[config.mk]
export PLATFORM = sky130hd
export DESIGN_NAME = gat_alarm
export DESIGN_NICKNAME = d
export VERILOG_FILES = /design/src/design/gat_pkg.sv /design/src/design/gat_alarm.sv
export VERILOG_INCLUDE_DIRS = /design/src /design/src/design
export SDC_FILE = /design/constraint.sdc
export NUM_CORES = 1
export LEC_CHECK = 0
export BUFFER_PORTS_ARGS = -buffer_cell sky130_fd_sc_hd__buf_2
export CAP_MARGIN = 40
export CORE_UTILIZATION = 41
export CTS_BUF_LIST = sky130_fd_sc_hd__clkbuf_2 sky130_fd_sc_hd__clkbuf_4 sky130_fd_sc_hd__clkbuf_8
export CTS_CLUSTER_SIZE = 8
export DETAILED_ROUTE_END_ITERATION = 10
export PLACE_DENSITY = 0.63
export SYNTH_ARGS = -nofsm -noshare
export SYNTH_HDL_FRONTEND = slang
export SYNTH_SLANG_ARGS = --single-unit
[constraint.sdc]
create_clock -name aclk -period 14.9 [get_ports aclk]
set_input_delay 2.235 -clock aclk [delete_from_list [all_inputs] [get_ports aclk]]
set_output_delay 2.235 -clock aclk [all_outputs]
set_load 0.03 [all_outputs]
[src/design/gat_params.svh]
// How it works
// Two independent alarm channels, low and high, each with set-point and direction.
// Both channels and settings exist whether or not relays are fitted.
// Every set-point is clamped to at most 60% of full scale.
// Factory reset loads low set-point 10% and high set-point 15% of full scale.
// Operator keeps low set-point at or below high; device does not enforce it.
// Each channel may activate on rising or on falling concentration.
// Oxygen default: low alarm falling, high alarm rising.
// Other gases default: both channels rising.
// Low indicator (amber) asserts when reading is at or above low set-point.
// High indicator (red) asserts when reading is at or above high set-point.
// Non-latching alarm releases once reading drops 10% below its set-point.
// Relay one follows low alarm, relay two follows high alarm, when fitted.
// After menu exit all alarm activation is held off for about one minute.
// Set-point screen: increment raises, decrement lowers, settings key stores and advances.
// Direction screen: increment picks rising, decrement falling, settings key stores.
// Menu order: low sp, low dir, high sp, high dir, then radio or normal.
// Radio address is settable from 1 to 255, default 1.
// Radio screen: keys adjust address; settings key stores and leaves menu.
// Latching alarm with indicator and relay stays on until manual reset.
// One settings press clears latched alarms only if reading is below set-point; a falling channel here clears only if reading is above it.
// Further settings presses after the latch reset open the menu.
// Holding decrement about 6 seconds turns the unit off; off shown while powered.
// One increment press while off restarts through the warm-up sequence.
// Falling alarm activates at or below set-point, releases 10% above it.
// Each channel has a latching setting choosing auto release or manual reset.
`ifndef GAT_PARAMS_SVH
`define GAT_PARAMS_SVH

`define GAT_CLK_HZ 200000000
`define GAT_FS 16'h03E8
`define GAT_SP_MAX_PCT 60
`define GAT_LOW_DEF_PCT 10
`define GAT_HIGH_DEF_PCT 15
`define GAT_BAND_PCT 10
`define GAT_HOLDOFF_S 60
`define GAT_WARMUP_S 60
`define GAT_OFF_HOLD_S 6
`define GAT_ADDR_MIN 8'h01
`define GAT_ADDR_MAX 8'hFF
`define GAT_ADDR_DEF 8'h01

// AXI-Lite byte offsets.
`define GAT_REG_CTRL 8'h00
`define GAT_REG_LOW_SP 8'h04
`define GAT_REG_HIGH_SP 8'h08
`define GAT_REG_STATUS 8'h0C
`define GAT_REG_ADDR 8'h10
`define GAT_REG_READING 8'h14

// Control register fields.
`define GAT_CTRL_LOW_LATCH 0
`define GAT_CTRL_HIGH_LATCH 1
`define GAT_CTRL_LOW_DIR 2
`define GAT_CTRL_HIGH_DIR 3
`define GAT_CTRL_FACTORY 4

`define GAT_RESP_OKAY 2'h0
`define GAT_RESP_SLVERR 2'h2

`endif

[src/design/gat_pkg.sv]
package gat_pkg;
   typedef enum logic [6:0] {
      GAT_WARMUP = 7'h01,
      GAT_NORMAL = 7'h02,
      GAT_LOW_SP = 7'h04,
      GAT_LOW_DIR = 7'h08,
      GAT_HIGH_SP = 7'h10,
      GAT_HIGH_DIR = 7'h20,
      GAT_RADIO = 7'h40
   } gat_state_t;

   typedef struct packed {
      logic inc;
      logic dec;
      logic set;
   } gat_keys_t;

   typedef struct packed {
      logic [15:0] sp;
      logic rising;
      logic latching;
   } gat_chan_cfg_t;
endpackage

[src/design/gat_alarm.sv]
// Register access over AXI4-Lite and the register addresses were chosen for this implementation.
`include "gat_params.svh"

module gat_alarm
   import gat_pkg::*;
#(
   parameter longint unsigned HOLDOFF_CYC = 64'(`GAT_HOLDOFF_S) * `GAT_CLK_HZ,
   parameter longint unsigned WARMUP_CYC = 64'(`GAT_WARMUP_S) * `GAT_CLK_HZ,
   parameter int unsigned OFF_HOLD_CYC = `GAT_OFF_HOLD_S * `GAT_CLK_HZ,
   parameter bit OXYGEN = 1'b0,
   parameter bit RADIO_FITTED = 1'b1,
   parameter bit RELAYS_FITTED = 1'b1
) (
   // Clock, reset, enable
   input wire logic aclk,
   input wire logic aresetn,
   input wire logic clk_en,
   // Sensor reading and front-panel keys (asynchronous)
   input wire logic [15:0] reading,
   input wire gat_keys_t keys,
   // Alarm, status and radio address outputs
   output logic led_low,
   output logic led_high,
   output logic relay_low,
   output logic relay_high,
   output logic unit_off,
   output logic in_menu,
   output logic warming,
   output logic [7:0] radio_addr,
   // AXI4-Lite write address
   input wire logic [7:0] s_axi_awaddr,
   input wire logic s_axi_awvalid,
   output logic s_axi_awready,
   // AXI4-Lite write data
   input wire logic [31:0] s_axi_wdata,
   input wire logic [3:0] s_axi_wstrb,
   input wire logic s_axi_wvalid,
   output logic s_axi_wready,
   // AXI4-Lite write response
   output logic [1:0] s_axi_bresp,
   output logic s_axi_bvalid,
   input wire logic s_axi_bready,
   // AXI4-Lite read address
   input wire logic [7:0] s_axi_araddr,
   input wire logic s_axi_arvalid,
   output logic s_axi_arready,
   // AXI4-Lite read data
   output logic [31:0] s_axi_rdata,
   output logic [1:0] s_axi_rresp,
   output logic s_axi_rvalid,
   input wire logic s_axi_rready
);
   localparam logic [15:0] SP_MAX = 16'((32'(`GAT_FS) * `GAT_SP_MAX_PCT) / 100);
   localparam logic [15:0] LOW_DEF = 16'((32'(`GAT_FS) * `GAT_LOW_DEF_PCT) / 100);
   localparam logic [15:0] HIGH_DEF = 16'((32'(`GAT_FS) * `GAT_HIGH_DEF_PCT) / 100);
   localparam logic LOW_DIR_DEF = !OXYGEN;

   // Reading and keys come from outside; two flops each before use.
   logic [15:0] rd_s1, rd_s2;
   gat_keys_t k_s1, k_s2, k_prev;
   always_ff @(posedge aclk) begin
      if (!aresetn) begin
         rd_s1 <= 16'h0000;
         rd_s2 <= 16'h0000;
         k_s1 <= '0;
         k_s2 <= '0;
         k_prev <= '0;
      end else if (clk_en) begin
         rd_s1 <= reading;
         rd_s2 <= rd_s1;
         k_s1 <= keys;
         k_s2 <= k_s1;
         k_prev <= k_s2;
      end
   end
   wire press_inc = k_s2.inc & ~k_prev.inc;
   wire press_dec = k_s2.dec & ~k_prev.dec;
   wire press_set = k_s2.set & ~k_prev.set;

   gat_state_t state;
   gat_chan_cfg_t cfg [2];
   // A full minute of cycles at this clock needs 34 bits; 32 would wrap.
   logic [33:0] timer;
   logic [31:0] off_cnt;
   wire [1:0] alarm;
   logic latch_cleared;
   logic factory_req;

   // AXI-Lite write channel captures.
   logic aw_full, w_full;
   logic [7:0] aw_addr;
   logic [31:0] w_data;
   logic [3:0] w_strb;
   wire wr_go = aw_full & w_full & ~s_axi_bvalid;
   wire menu_idle = (state == GAT_NORMAL) | (state == GAT_WARMUP);

   function automatic logic [15:0] clamp_sp(input logic [15:0] v);
      clamp_sp = (v > SP_MAX) ? SP_MAX : v;
   endfunction

   // Key-driven menu and off control.
   always_ff @(posedge aclk) begin
      if (!aresetn) begin
         state <= GAT_WARMUP;
         timer <= 34'h0;
         off_cnt <= 32'h0;
         unit_off <= 1'b0;
         latch_cleared <= 1'b0;
      end else if (clk_en) begin
         if (timer != 34'h0) begin
            timer <= timer - 34'h1;
         end
         if (unit_off) begin
            if (press_inc) begin
               unit_off <= 1'b0;
               state <= GAT_WARMUP;
               timer <= 34'(WARMUP_CYC);
            end
         end else if (k_s2.dec && state == GAT_NORMAL && off_cnt >= OFF_HOLD_CYC - 1) begin
            unit_off <= 1'b1;
            off_cnt <= 32'h0;
         end else begin
            off_cnt <= (k_s2.dec && state == GAT_NORMAL) ? off_cnt + 32'h1 : 32'h0;
            case (state)
               GAT_WARMUP: begin
                  if (timer <= 34'h1) begin
                     state <= GAT_NORMAL;
                  end
               end
               GAT_NORMAL: begin
                  if (!k_s2.set) begin
                     latch_cleared <= latch_cleared & (|alarm_latched_any());
                  end
                  if (press_set) begin
                     if (alarm_latched_any() && !latch_cleared) begin
                        latch_cleared <= 1'b1;
                     end else begin
                        state <= GAT_LOW_SP;
                        latch_cleared <= 1'b0;
                     end
                  end
               end
               GAT_LOW_SP: begin
                  if (press_set) begin
                     state <= GAT_LOW_DIR;
                  end
               end
               GAT_LOW_DIR: begin
                  if (press_set) begin
                     state <= GAT_HIGH_SP;
                  end
               end
               GAT_HIGH_SP: begin
                  if (press_set) begin
                     state <= GAT_HIGH_DIR;
                  end
               end
               GAT_HIGH_DIR: begin
                  if (press_set) begin
                     if (RADIO_FITTED) begin
                        state <= GAT_RADIO;
                     end else begin
                        state <= GAT_NORMAL;
                        timer <= 34'(HOLDOFF_CYC);
                     end
                  end
               end
               GAT_RADIO: begin
                  if (press_set) begin
                     state <= GAT_NORMAL;
                     timer <= 34'(HOLDOFF_CYC);
                  end
               end
               default: state <= GAT_NORMAL;
            endcase
         end
      end
   end

   function automatic logic alarm_latched_any();
      alarm_latched_any = (alarm[0] & cfg[0].latching) | (alarm[1] & cfg[1].latching);
   endfunction

   // Settings: keys in the menu, or software over the bus.
   always_ff @(posedge aclk) begin
      if (!aresetn || (clk_en && factory_req)) begin
         cfg[0] <= '{sp: LOW_DEF, rising: LOW_DIR_DEF, latching: 1'b0};
         cfg[1] <= '{sp: HIGH_DEF, rising: 1'b1, latching: 1'b0};
         radio_addr <= `GAT_ADDR_DEF;
      end else if (clk_en) begin
         case (state)
            GAT_LOW_SP, GAT_HIGH_SP: begin
               if (press_inc && cfg[state == GAT_HIGH_SP].sp < SP_MAX) begin
                  cfg[state == GAT_HIGH_SP].sp <= cfg[state == GAT_HIGH_SP].sp + 16'h1;
               end else if (press_dec && cfg[state == GAT_HIGH_SP].sp != 16'h0) begin
                  cfg[state == GAT_HIGH_SP].sp <= cfg[state == GAT_HIGH_SP].sp - 16'h1;
               end
            end
            GAT_LOW_DIR, GAT_HIGH_DIR: begin
               if (press_inc) begin
                  cfg[state == GAT_HIGH_DIR].rising <= 1'b1;
               end else if (press_dec) begin
                  cfg[state == GAT_HIGH_DIR].rising <= 1'b0;
               end
            end
            GAT_RADIO: begin
               if (press_inc && radio_addr != `GAT_ADDR_MAX) begin
                  radio_addr <= radio_addr + 8'h1;
               end else if (press_dec && radio_addr != `GAT_ADDR_MIN) begin
                  radio_addr <= radio_addr - 8'h1;
               end
            end
            default: begin
               if (wr_go && w_strb[0]) begin
                  if (aw_addr == `GAT_REG_CTRL) begin
                     cfg[0].latching <= w_data[`GAT_CTRL_LOW_LATCH];
                     cfg[1].latching <= w_data[`GAT_CTRL_HIGH_LATCH];
                     cfg[0].rising <= w_data[`GAT_CTRL_LOW_DIR];
                     cfg[1].rising <= w_data[`GAT_CTRL_HIGH_DIR];
                  end else if (aw_addr == `GAT_REG_LOW_SP) begin
                     cfg[0].sp <= clamp_sp(w_data[15:0]);
                  end else if (aw_addr == `GAT_REG_HIGH_SP) begin
                     cfg[1].sp <= clamp_sp(w_data[15:0]);
                  end else if (aw_addr == `GAT_REG_ADDR && w_data[7:0] != 8'h00) begin
                     radio_addr <= w_data[7:0];
                  end
               end
            end
         endcase
      end
   end

   // One generate loop covers both alarm channels; channel 0 is low, 1 is high.
   wire hold_off = ~menu_idle | (timer != 34'h0) | unit_off;
   for (genvar c = 0; c < 2; c++) begin : g_chan
      // Each channel owns its flop, so no two processes write one vector.
      logic alarm_q;
      wire [15:0] band = 16'((32'(cfg[c].sp) * `GAT_BAND_PCT) / 100);
      wire [16:0] up_rel = {1'b0, cfg[c].sp} + {1'b0, band};
      wire trip = cfg[c].rising ? (rd_s2 >= cfg[c].sp) : (rd_s2 <= cfg[c].sp);
      wire rel = cfg[c].rising ? ({1'b0, rd_s2} + {1'b0, band} <= {1'b0, cfg[c].sp})
                               : ({1'b0, rd_s2} >= up_rel);
      wire clear_ok = cfg[c].rising ? (rd_s2 < cfg[c].sp) : (rd_s2 > cfg[c].sp);
      assign alarm[c] = alarm_q;
      always_ff @(posedge aclk) begin
         if (!aresetn) begin
            alarm_q <= 1'b0;
         end else if (clk_en) begin
            if (hold_off) begin
               alarm_q <= alarm_q & cfg[c].latching & ~unit_off;
            end else if (trip) begin
               alarm_q <= 1'b1;
            end else if (!cfg[c].latching && rel) begin
               alarm_q <= 1'b0;
            end else if (cfg[c].latching && press_set && !latch_cleared && clear_ok) begin
               alarm_q <= 1'b0;
            end
         end
      end
   end

   always_ff @(posedge aclk) begin
      if (!aresetn) begin
         led_low <= 1'b0;
         led_high <= 1'b0;
         relay_low <= 1'b0;
         relay_high <= 1'b0;
         in_menu <= 1'b0;
         warming <= 1'b1;
      end else if (clk_en) begin
         led_low <= alarm[0];
         led_high <= alarm[1];
         relay_low <= alarm[0] & RELAYS_FITTED;
         relay_high <= alarm[1] & RELAYS_FITTED;
         in_menu <= ~menu_idle;
         warming <= (state == GAT_WARMUP);
      end
   end

   // AXI-Lite write path: address and data taken in either order.
   always_ff @(posedge aclk) begin
      if (!aresetn) begin
         aw_full <= 1'b0;
         w_full <= 1'b0;
         aw_addr <= 8'h00;
         w_data <= 32'h0;
         w_strb <= 4'h0;
         s_axi_awready <= 1'b0;
         s_axi_wready <= 1'b0;
         s_axi_bvalid <= 1'b0;
         s_axi_bresp <= `GAT_RESP_OKAY;
         factory_req <= 1'b0;
      end else if (clk_en) begin
         factory_req <= 1'b0;
         s_axi_awready <= ~aw_full & ~(s_axi_awvalid & s_axi_awready);
         s_axi_wready <= ~w_full & ~(s_axi_wvalid & s_axi_wready);
         if (s_axi_awvalid && s_axi_awready) begin
            aw_full <= 1'b1;
            aw_addr <= {s_axi_awaddr[7:2], 2'b00};
         end
         if (s_axi_wvalid && s_axi_wready) begin
            w_full <= 1'b1;
            w_data <= s_axi_wdata;
            w_strb <= s_axi_wstrb;
         end
         if (wr_go) begin
            aw_full <= 1'b0;
            w_full <= 1'b0;
            s_axi_bvalid <= 1'b1;
            if (aw_addr == `GAT_REG_CTRL) begin
               s_axi_bresp <= `GAT_RESP_OKAY;
               factory_req <= w_strb[0] & w_data[`GAT_CTRL_FACTORY];
            end else if (aw_addr == `GAT_REG_LOW_SP || aw_addr == `GAT_REG_HIGH_SP) begin
               s_axi_bresp <= `GAT_RESP_OKAY;
            end else if (aw_addr == `GAT_REG_ADDR || aw_addr == `GAT_REG_STATUS) begin
               s_axi_bresp <= `GAT_RESP_OKAY;
            end else if (aw_addr == `GAT_REG_READING) begin
               s_axi_bresp <= `GAT_RESP_OKAY;
            end else begin
               s_axi_bresp <= `GAT_RESP_SLVERR;
            end
         end else if (s_axi_bvalid && s_axi_bready) begin
            s_axi_bvalid <= 1'b0;
         end
      end
   end

   // AXI-Lite read path.
   always_ff @(posedge aclk) begin
      if (!aresetn) begin
         s_axi_arready <= 1'b0;
         s_axi_rvalid <= 1'b0;
         s_axi_rdata <= 32'h0;
         s_axi_rresp <= `GAT_RESP_OKAY;
      end else if (clk_en) begin
         s_axi_arready <= ~s_axi_rvalid & ~(s_axi_arvalid & s_axi_arready);
         if (s_axi_arvalid && s_axi_arready) begin
            s_axi_rvalid <= 1'b1;
            s_axi_rresp <= `GAT_RESP_OKAY;
            if (s_axi_araddr[7:2] == `GAT_REG_CTRL >> 2) begin
               s_axi_rdata <= {28'h0, cfg[1].rising, cfg[0].rising,
                               cfg[1].latching, cfg[0].latching};
            end else if (s_axi_araddr[7:2] == `GAT_REG_LOW_SP >> 2) begin
               s_axi_rdata <= {16'h0, cfg[0].sp};
            end else if (s_axi_araddr[7:2] == `GAT_REG_HIGH_SP >> 2) begin
               s_axi_rdata <= {16'h0, cfg[1].sp};
            end else if (s_axi_araddr[7:2] == `GAT_REG_STATUS >> 2) begin
               s_axi_rdata <= {22'h0, state, unit_off, alarm[1], alarm[0]};
            end else if (s_axi_araddr[7:2] == `GAT_REG_ADDR >> 2) begin
               s_axi_rdata <= {24'h0, radio_addr};
            end else if (s_axi_araddr[7:2] == `GAT_REG_READING >> 2) begin
               s_axi_rdata <= {16'h0, rd_s2};
            end else begin
               s_axi_rdata <= 32'h0;
               s_axi_rresp <= `GAT_RESP_SLVERR;
            end
         end else if (s_axi_rvalid && s_axi_rready) begin
            s_axi_rvalid <= 1'b0;
         end
      end
   end
endmodule // gat_alarm

; ---- Yosys cells after proc, flatten, opt, wreduce, memory -nomap -nowiden
; Memory sizes are Yosys's and may differ from the RTL's.
; Cells that the tools add are included.
[totals]
ff_bits = 197
ramBits = 36
input_bits = 79
output_inout_bits = 56
elab_cells = 342
mem_count = 1
[mem_list]
columns = name, depth, width, read_ports, rd_ports_with_merged_regs, write_ports, line
row1 = cfg, 2, 18, 3, 0, 2, gat_alarm.sv:81  ; gat_chan_cfg_t cfg [2];
[classes]
addsub = 10
mul = 2
n_div = 2
magnitude_cmp = 16
n_eq_ne = 34
n_mux = 134
n_bitwise = 43
n_reduce_logical = 63
[ops]
columns = operator, n
row1 = 2-to-1 mux 34 bit, 6
row2 = 2-to-1 mux 16 bit, 10
row3 = 2-to-1 mux 1 bit, 82
row4 = 2-to-1 mux 7 bit, 11
row5 = adder 16 x 16 -> 17 bit, 4
row6 = "divider 20 x 7 -> 32 bit, second input constant", 2
row7 = 2-to-1 mux 32 bit, 2
row8 = 2-to-1 mux 8 bit, 7
row9 = case mux 7 bit (7 select lines), 1
row10 = "multiplier 16 x 3 -> 19 bit, second input constant", 2
row11 = 2-to-1 mux 18 bit, 2
row12 = OR reduction 18 bit, 2
row13 = greater-or-equal comparator 16 x 17 -> 1 bit, 2
row14 = less-or-equal comparator 17 x 16 -> 1 bit, 2
row15 = "less-or-equal comparator 34 x 1 -> 1 bit, second input constant", 1
row16 = nonzero test 34 bit, 1
row17 = "subtractor 34 x 1 -> 34 bit, second input constant", 1
row18 = "adder 32 x 1 -> 32 bit, second input constant", 1
row19 = greater-or-equal comparator 16 bit, 2
row20 = "greater-or-equal comparator 32 x 31 -> 1 bit, second input constant", 1
row21 = greater-than comparator 16 bit, 2
row22 = less-or-equal comparator 16 bit, 2
row23 = < comparator 16 bit, 2
row24 = "equality test 6 x 2 -> 1 bit, second input constant", 4
row25 = other kinds (43), 152

; ---- Depth between registers and ports, before layout
; Gate-level depths: netlist of the first run.
; An unclocked memory read counts as a cell.
[depth]
word_depth = 14
depth_mapped = 72

; ---- Worst setup path after synthesis of the first run
; Ideal clock, no wire load.
[synth_path]
kind = reg2reg
startpoint = memory cfg[1][3] (netlist name)
endpoint = register g_chan[1].alarm_q
arrival_ns = 13.713
setup_slack_ns = 1.112
path_stages_with_launch = 67
path_buffers = 2
synth_period_minus_slack_ns = 13.788
path_cell_list = edfxtp_1 -> ha_1 -> ha_1 -> inv_1 -> fa_1 -> nor2b_1 -> o31a_1 -> o21a_1 -> o311a_1 -> or2_1 -> buf_2 -> nor2_2 -> o21ai_0 -> a211oi_2 -> mux2_4 -> o21ai_2 -> a21oi_1 -> nand2b_1 -> [... 31 more ...] -> a21oi_1 -> xnor2_1 -> ha_1 -> a21o_1 -> a21o_1 -> a21oi_1 -> o21ai_0 -> o21a_1 -> o21a_1 -> o21ai_0 -> a21oi_1 -> o31ai_1 -> nand2_1 -> nor2_1 -> a21oi_1 -> o21ai_0 -> nand2_1 -> a21boi_0
[synth_lines]
columns = element, line
row1 = from (decl), gat_alarm.sv:81
row2 = to (signal assigned), gat_alarm.sv:250  ; alarm_q <= alarm_q & cfg[c].latching & ~unit_off;
row3 = to (decl), gat_alarm.sv:237  ; logic alarm_q;

==> run_results.csv, run 1 <==
group,metric,value,unit
yosys,synth_cell_type_count,118,
routing,drtIter0Drc,1557,
die,rows,86,
die,core_area,0.05520,sq mm
routing,postRouteAntennaNets,0,
cts,clockBufferDepth,3,
place,port_buffers,93,
yosys,synth-async-reset-ratio,0,%
global_route,grt_overflow,0,
critical_path,critPathCaptureType,"flop",
layout,final_core_util,49.58,%
sta,worstMarginPinSlew,1044,ps
routing,vias,23430,
sta,min_period,14320,ps
sta,period_share,96.14,%
critical_path,cp_slowest_cell,"or4_4",
routing,wl_per_cell,18.59,microns
yosys,netlist_instances,2930,
sta,fmaxAchievable,69.81,MHz
global_route,grt_pass1_wl,114900,microns
run_status,status,"complete, no violations",
global_route,first_global_vias,22030,
sta,hold_viol,0,
critical_path,cp_data_arrival_time,14750,ps
critical_path,cp.required,15330,ps
die,dieArea,0.05703,sq mm
sta,skew,14.77,ps
layout,drive_above_1_share,19.33,%
critical_path,r2r_start,"cfg[0][9]",
run,drv_cap,0,
yosys,ys_seq_area_share,20.29,%
die,die_y,238.8,microns
sta,finalMaxSlewViolations,0,
yosys,ys_ff_latch,215,
cts,cts_tree,"done",
sta,setup_viol,0,
cts,clkTransAtPathRegs,70,ps
min_path,hold_class,"flop to flop",
routing,drc,0,
sta,slew_headroom,29.89,%
cts,numCtsBuffers,35,
yosys,ys_warn_count,0,
place,place_ws,-120.8,ps
sta,setup_slack,575.6,ps
cts,htreeDepth,2,
critical_path,worstSetupPathType,"flop to flop",
place,dp_hpwl,55970,microns
yosys,synthesis.area,0.02299,sq mm
critical_path,timing.critical_path.from,"cfg[0][9]",
critical_path,worstSetupStartpointType,"flop",
place,globalplace.congestion,0.9296,
min_path,min_from,"w_data[14]",
yosys,synthFlopType,"dfxtp_1",
layout,nets,3492,
critical_path,critPathMaxStageDelay,560,ps
cts,cts-root-buf,"clkbuf_8",
routing,routed_wl,73360,microns
routing,dr.pass1.iters,5,
critical_path,cp_max_fo,7,
global_route,grt_max_degree,97,
die,start_util,41.65,%
global_route,grt_antenna_before_repair,3,
die,die_width,238.8,microns
sta,hold_slack,466.3,ps
die,io_pins,135,
yosys,synth_edf_count,36,
layout,area_growth,19.03,%
global_route,track_usage,24.55,%
critical_path,cpMostUsedCell,"a21o_1",
cts,clk_latency,540,ps
routing,vias_per_cell,5.938,
yosys,synth_area_per_cell,7.847,sq um
cts,cts_num_sinks,215,
kinds of logic (layout without fill, tap and decap cells):
logic type                 Yosys count  after routing  synth area share (%)
muxes                               96             96                 4.310
xor gates and xnor gates           158            158                 6.052
and+or+nand+nor                   1008           1008                 22.39
DFF                                215            215                 20.29
adders and majority gates          243            243                 13.38
AOI/OAI and AO/OA                  964            965                 29.09
other                                1             19               0.01631
buffers and inverters              245            494                 4.479
critical path: cells and delay by family, from the launching register on:
kind	cells	cell delay (ps)
AO/OA/AOI/OAI	37	7490
XOR/XNOR	3	480
adder cells (fa/ha/maj)	6	1850
buffers and inverters	4	620
flip-flops	1	530
multiplexers	2	360
AND/OR/NAND/NOR	13	2880
area by class of cell:
class	instances	area, sq um
diodes	1	2.502
inverters	129	484.2
repair buffers	309	2116
clock buffers	53	673.1
clock inverters	3	20.02
flip-flops and latches	215	4664
well taps	748	935.9
multi-input cells	2488	18470
fillers	5237	27830
cells in the mapped netlist, types with 63 or more instances:
master	number	area share [%]
nand2_1	255	4.2
ha_1	228	12
a21oi_1	206	4.5
nor2_1	205	3.3
dfxtp_1	179	16
o21ai_0	177	3.9
inv_1	128	2.1
xnor2_1	117	4.5
nor2b_1	113	3.1
mux2i_1	87	3.8
a21o_1	78	2.5
nand3_1	73	1.6
clkbuf_1	70	1.1
nor3_1	63	1.4
layer usage:
layer  vias to the layer above  GRT usage (%)  wire length, microns
met5                         -              0                    29
li1                      11410              -                     -
met4                         4          9.343                  2931
met2                       709          41.77                 34200
met3                       164          1.940                  3711
met1                     11150          32.16                 32480
sequential cells by signal, summed over array words and instances, names as in the netlist, 2 cells and up:
name	count
cfg	36
timer	34
off_cnt	32
rd_s1	16
rd_s2	16
s_axi_rdata	16
w_data	16
radio_addr	8
state	7
aw_addr	6
k_prev	3
k_s1	3
k_s2	3
g_chan.alarm_q	2
stage by stage:
step	cell area [sq um]	TNS, ps	instances
2_1_floorplan	23050	0	2947
3_3_place_gp	24970	0	3811
3_5_place_dp	25010	-120.8	3817
4_1_cts	25740	0	3873
5_1_grt	27370	-260.9	3946
6_report	27370	0	3946
worst paths after layout:
path,end,slack [ps],depth (start not counted)
max,g_chan[0].alarm_q,580,65
min,w_data[14],470,2
max reg2reg,g_chan[0].alarm_q,580,65
min reg2reg,w_data[14],470,2
cell usage in the layout, fill, tap and decap left out, types with 94 or more instances in the layout:
cell type and n:
nor2_1 195, xnor2_1 111, nand2_1 249, dfxtp_1 179
a21oi_1 176, buf_2 94, o21ai_0 165, ha_1 221
nor2b_1 113, inv_1 128, buf_4 211
what timing repair did:
| item | 4_1_cts | 5_1_grt |
|---|---|---|
| gates cloned | 0 | 1 |
| hold buffers | 0 | 0 |
| endpoints found under the setup margin | 2 | 2 |
| gates resized for setup | 8 | 210 |
| pin swaps | 0 | 63 |
| setup buffers | 0 | 71 |
Power of run 1 is not shown: default switching activity piles up to over one toggle a cycle in this logic, so the estimate is an artifact.
==> inputs of run 2 (changes only) <==
--- a/config.mk
+++ b/config.mk
@@ -12,6 +12,7 @@
 export CTS_BUF_LIST = sky130_fd_sc_hd__clkbuf_2 sky130_fd_sc_hd__clkbuf_4 sky130_fd_sc_hd__clkbuf_8
 export CTS_CLUSTER_SIZE = 8
 export DETAILED_ROUTE_END_ITERATION = 10
+export GPL_TIMING_DRIVEN = 0
 export PLACE_DENSITY = 0.63
 export SYNTH_ARGS = -nofsm -noshare
 export SYNTH_HDL_FRONTEND = slang
==> run_results.csv, run 2 (synthesis gave the netlist of run 1 again) <==
group,metric,value,unit
sta,setup_viol,0,
layout,fillers,5305,
critical_path,reg2reg_depth,61,
die,core_area,0.05520,sq mm
die,dieArea,0.05703,sq mm
die,die_y,238.8,microns
global_route,track_usage,24.68,%
place,dp_hpwl,55970,microns
cts,clk_latency,520,ps
layout,layout_common_cells,"248 x nand2_1, 221 x ha_1, 195 x nor2_1",
cts,numCtsBuffers,34,
global_route,grt_overflow,0,
routing,routed_wl,74450,microns
critical_path,critPathMaxStageDelay,550,ps
die,start_util,41.65,%
layout,area_growth,20.23,%
critical_path,critPathCaptureType,"flop",
critical_path,reg2reg_to,"g_chan[0].alarm_q",
layout,multi_input_area,0.01885,sq mm
sta,hold_slack,462.0,ps
min_path,hold_class,"flop to flop",
layout,final_common_cell,"nand2_1",
cts,clockBufferDepth,3,
cts,postCtsHoldBufs,0,
critical_path,r2r_start,"cfg[0][9]",
routing,dr.pass1.iters,6,
cts,clkTransAtPathRegs,70,ps
sta,fin_setup_tns,0,ps
routing,postRouteAntennaNets,0,
cts,htreeDepth,2,
sta,rsz0062_at_grt,"true",
layout,regMostFlops,"cfg",
routing,drtIter0Drc,1566,
global_route,grt_pass1_wl,115500,microns
sta,min_period,14340,ps
sta,period_share,96.27,%
cts,cts_tree,"done",
routing,vias_per_cell,5.932,
cts,cts_num_sinks,215,
sta,skew,18.95,ps
routing,vias,23560,
routing,drc,0,
die,io_pins,135,
die,rows,86,
die,die_width,238.8,microns
sta,slew_headroom,24.64,%
sta,worstMarginPinSlew,1122,ps
place,port_buffers,90,
layout,largest_registers,"cfg x36, timer x34, off_cnt x32",
critical_path,worstSetupPathType,"flop to flop",
run_status,status,"complete, no violations",
global_route,grt_max_degree,15,
routing,wl_per_cell,18.74,microns
sta,finalMaxSlewViolations,0,
global_route,grt_antenna_before_repair,1,
global_route,first_global_vias,22150,
critical_path,worstSetupStartpointType,"flop",
layout,nets,3522,
critical_path,cpMostUsedCell,"a21oi_1",
layout,num_antenna_cells,0,
run,drv_cap,0,
critical_path,timing.critical_path.from,"cfg[0][9]",
cts,cts-root-buf,"clkbuf_8",
layout,largest_reg_flops,36,
critical_path,cp_data_arrival_time,14760,ps
layout,seqCellArea,0.004664,sq mm
critical_path,r2r_slack,560,ps
critical_path,cp_max_fo,8,
place,globalplace.congestion,0.9629,
sta,fmaxAchievable,69.71,MHz
critical_path,endpoint,"g_chan[0].alarm_q",
layout,drive_above_1_share,19.14,%
critical_path,cp.required,15310,ps
sta,hold_viol,0,
critical_path,cp_slowest_cell,"or4_4",
[run 2: cell count changes in the layout (fill, tap and decap cells not counted), sizes merged]
cell,delta
clkbuf,+68
inv,-1
o21ai,-1
clkinvlp,-1
diode,-1
clkdlybuf4s18,-1
bufinv,+1
buf,-38
[run 2: critical path, delay by kind of cell, from the launching register on]
kind	cells	cell delay [ps]
flip-flops	1	540
AND/OR/NAND/NOR	14	3470
XOR/XNOR	2	250
adder cells (fa/ha/maj)	4	1250
AO/OA/AOI/OAI	37	7790
multiplexers	2	700
buffers and inverters	2	230
[run 2: worst min-delay path by stage]
stage	start	end	slack, ps	depth (start not counted)
floorplan	aw_full	aw_full	440	2
global placement	w_data[13]	w_data[13]	450	2
detailed placement	w_data[14]	w_data[14]	450	2
CTS	w_data[14]	w_data[14]	460	2
global route	w_data[14]	w_data[14]	480	2
finish	w_data[14]	w_data[14]	460	2
[run 2: through the flow]
stage	instances	util [%]	worst slack [ps]	cell area [sq um]
3_3_place_gp	3785	44.28	-1362	24440
3_5_place_dp	3794	44.40	-1250	24510
4_1_cts	3876	46.57	-11.35	25710
2_1_floorplan	2947	-	1112	23050
6_report	3972	50.07	555.1	27640
5_1_grt	3972	50.07	-225.6	27640
[run 2: routing by layer]
metal / GRT usage (%) / up-vias / wire [microns]
li1: - / 11460 / -
met1: 31.12 / 11180 / 32070
met2: 42.84 / 735 / 35690
met3: 2.367 / 182 / 3625
met4: 10.18 / 2 / 3042
met5: 0 / - / 10
[run 2: final cells by class]
| type | count | share of cell area, % |
|---|---|---|
| buffer | 113 | 2.010 |
| clock buffer | 50 | 2.263 |
| clock inverter | 2 | 0.1267 |
| inverter | 129 | 1.752 |
| multi-input combinational | 2487 | 68.20 |
| sequential | 215 | 16.87 |
| tap | 748 | 3.386 |
| timing repair buffer | 228 | 5.391 |
[run 2: what timing repair did]
action / CTS / global route
setup buffers: 31 / 97
resized for setup: 55 / 252
pin swaps: 19 / 86
setup endpoints to repair: 2 / 2
Power of run 2 is left out for the same reason.
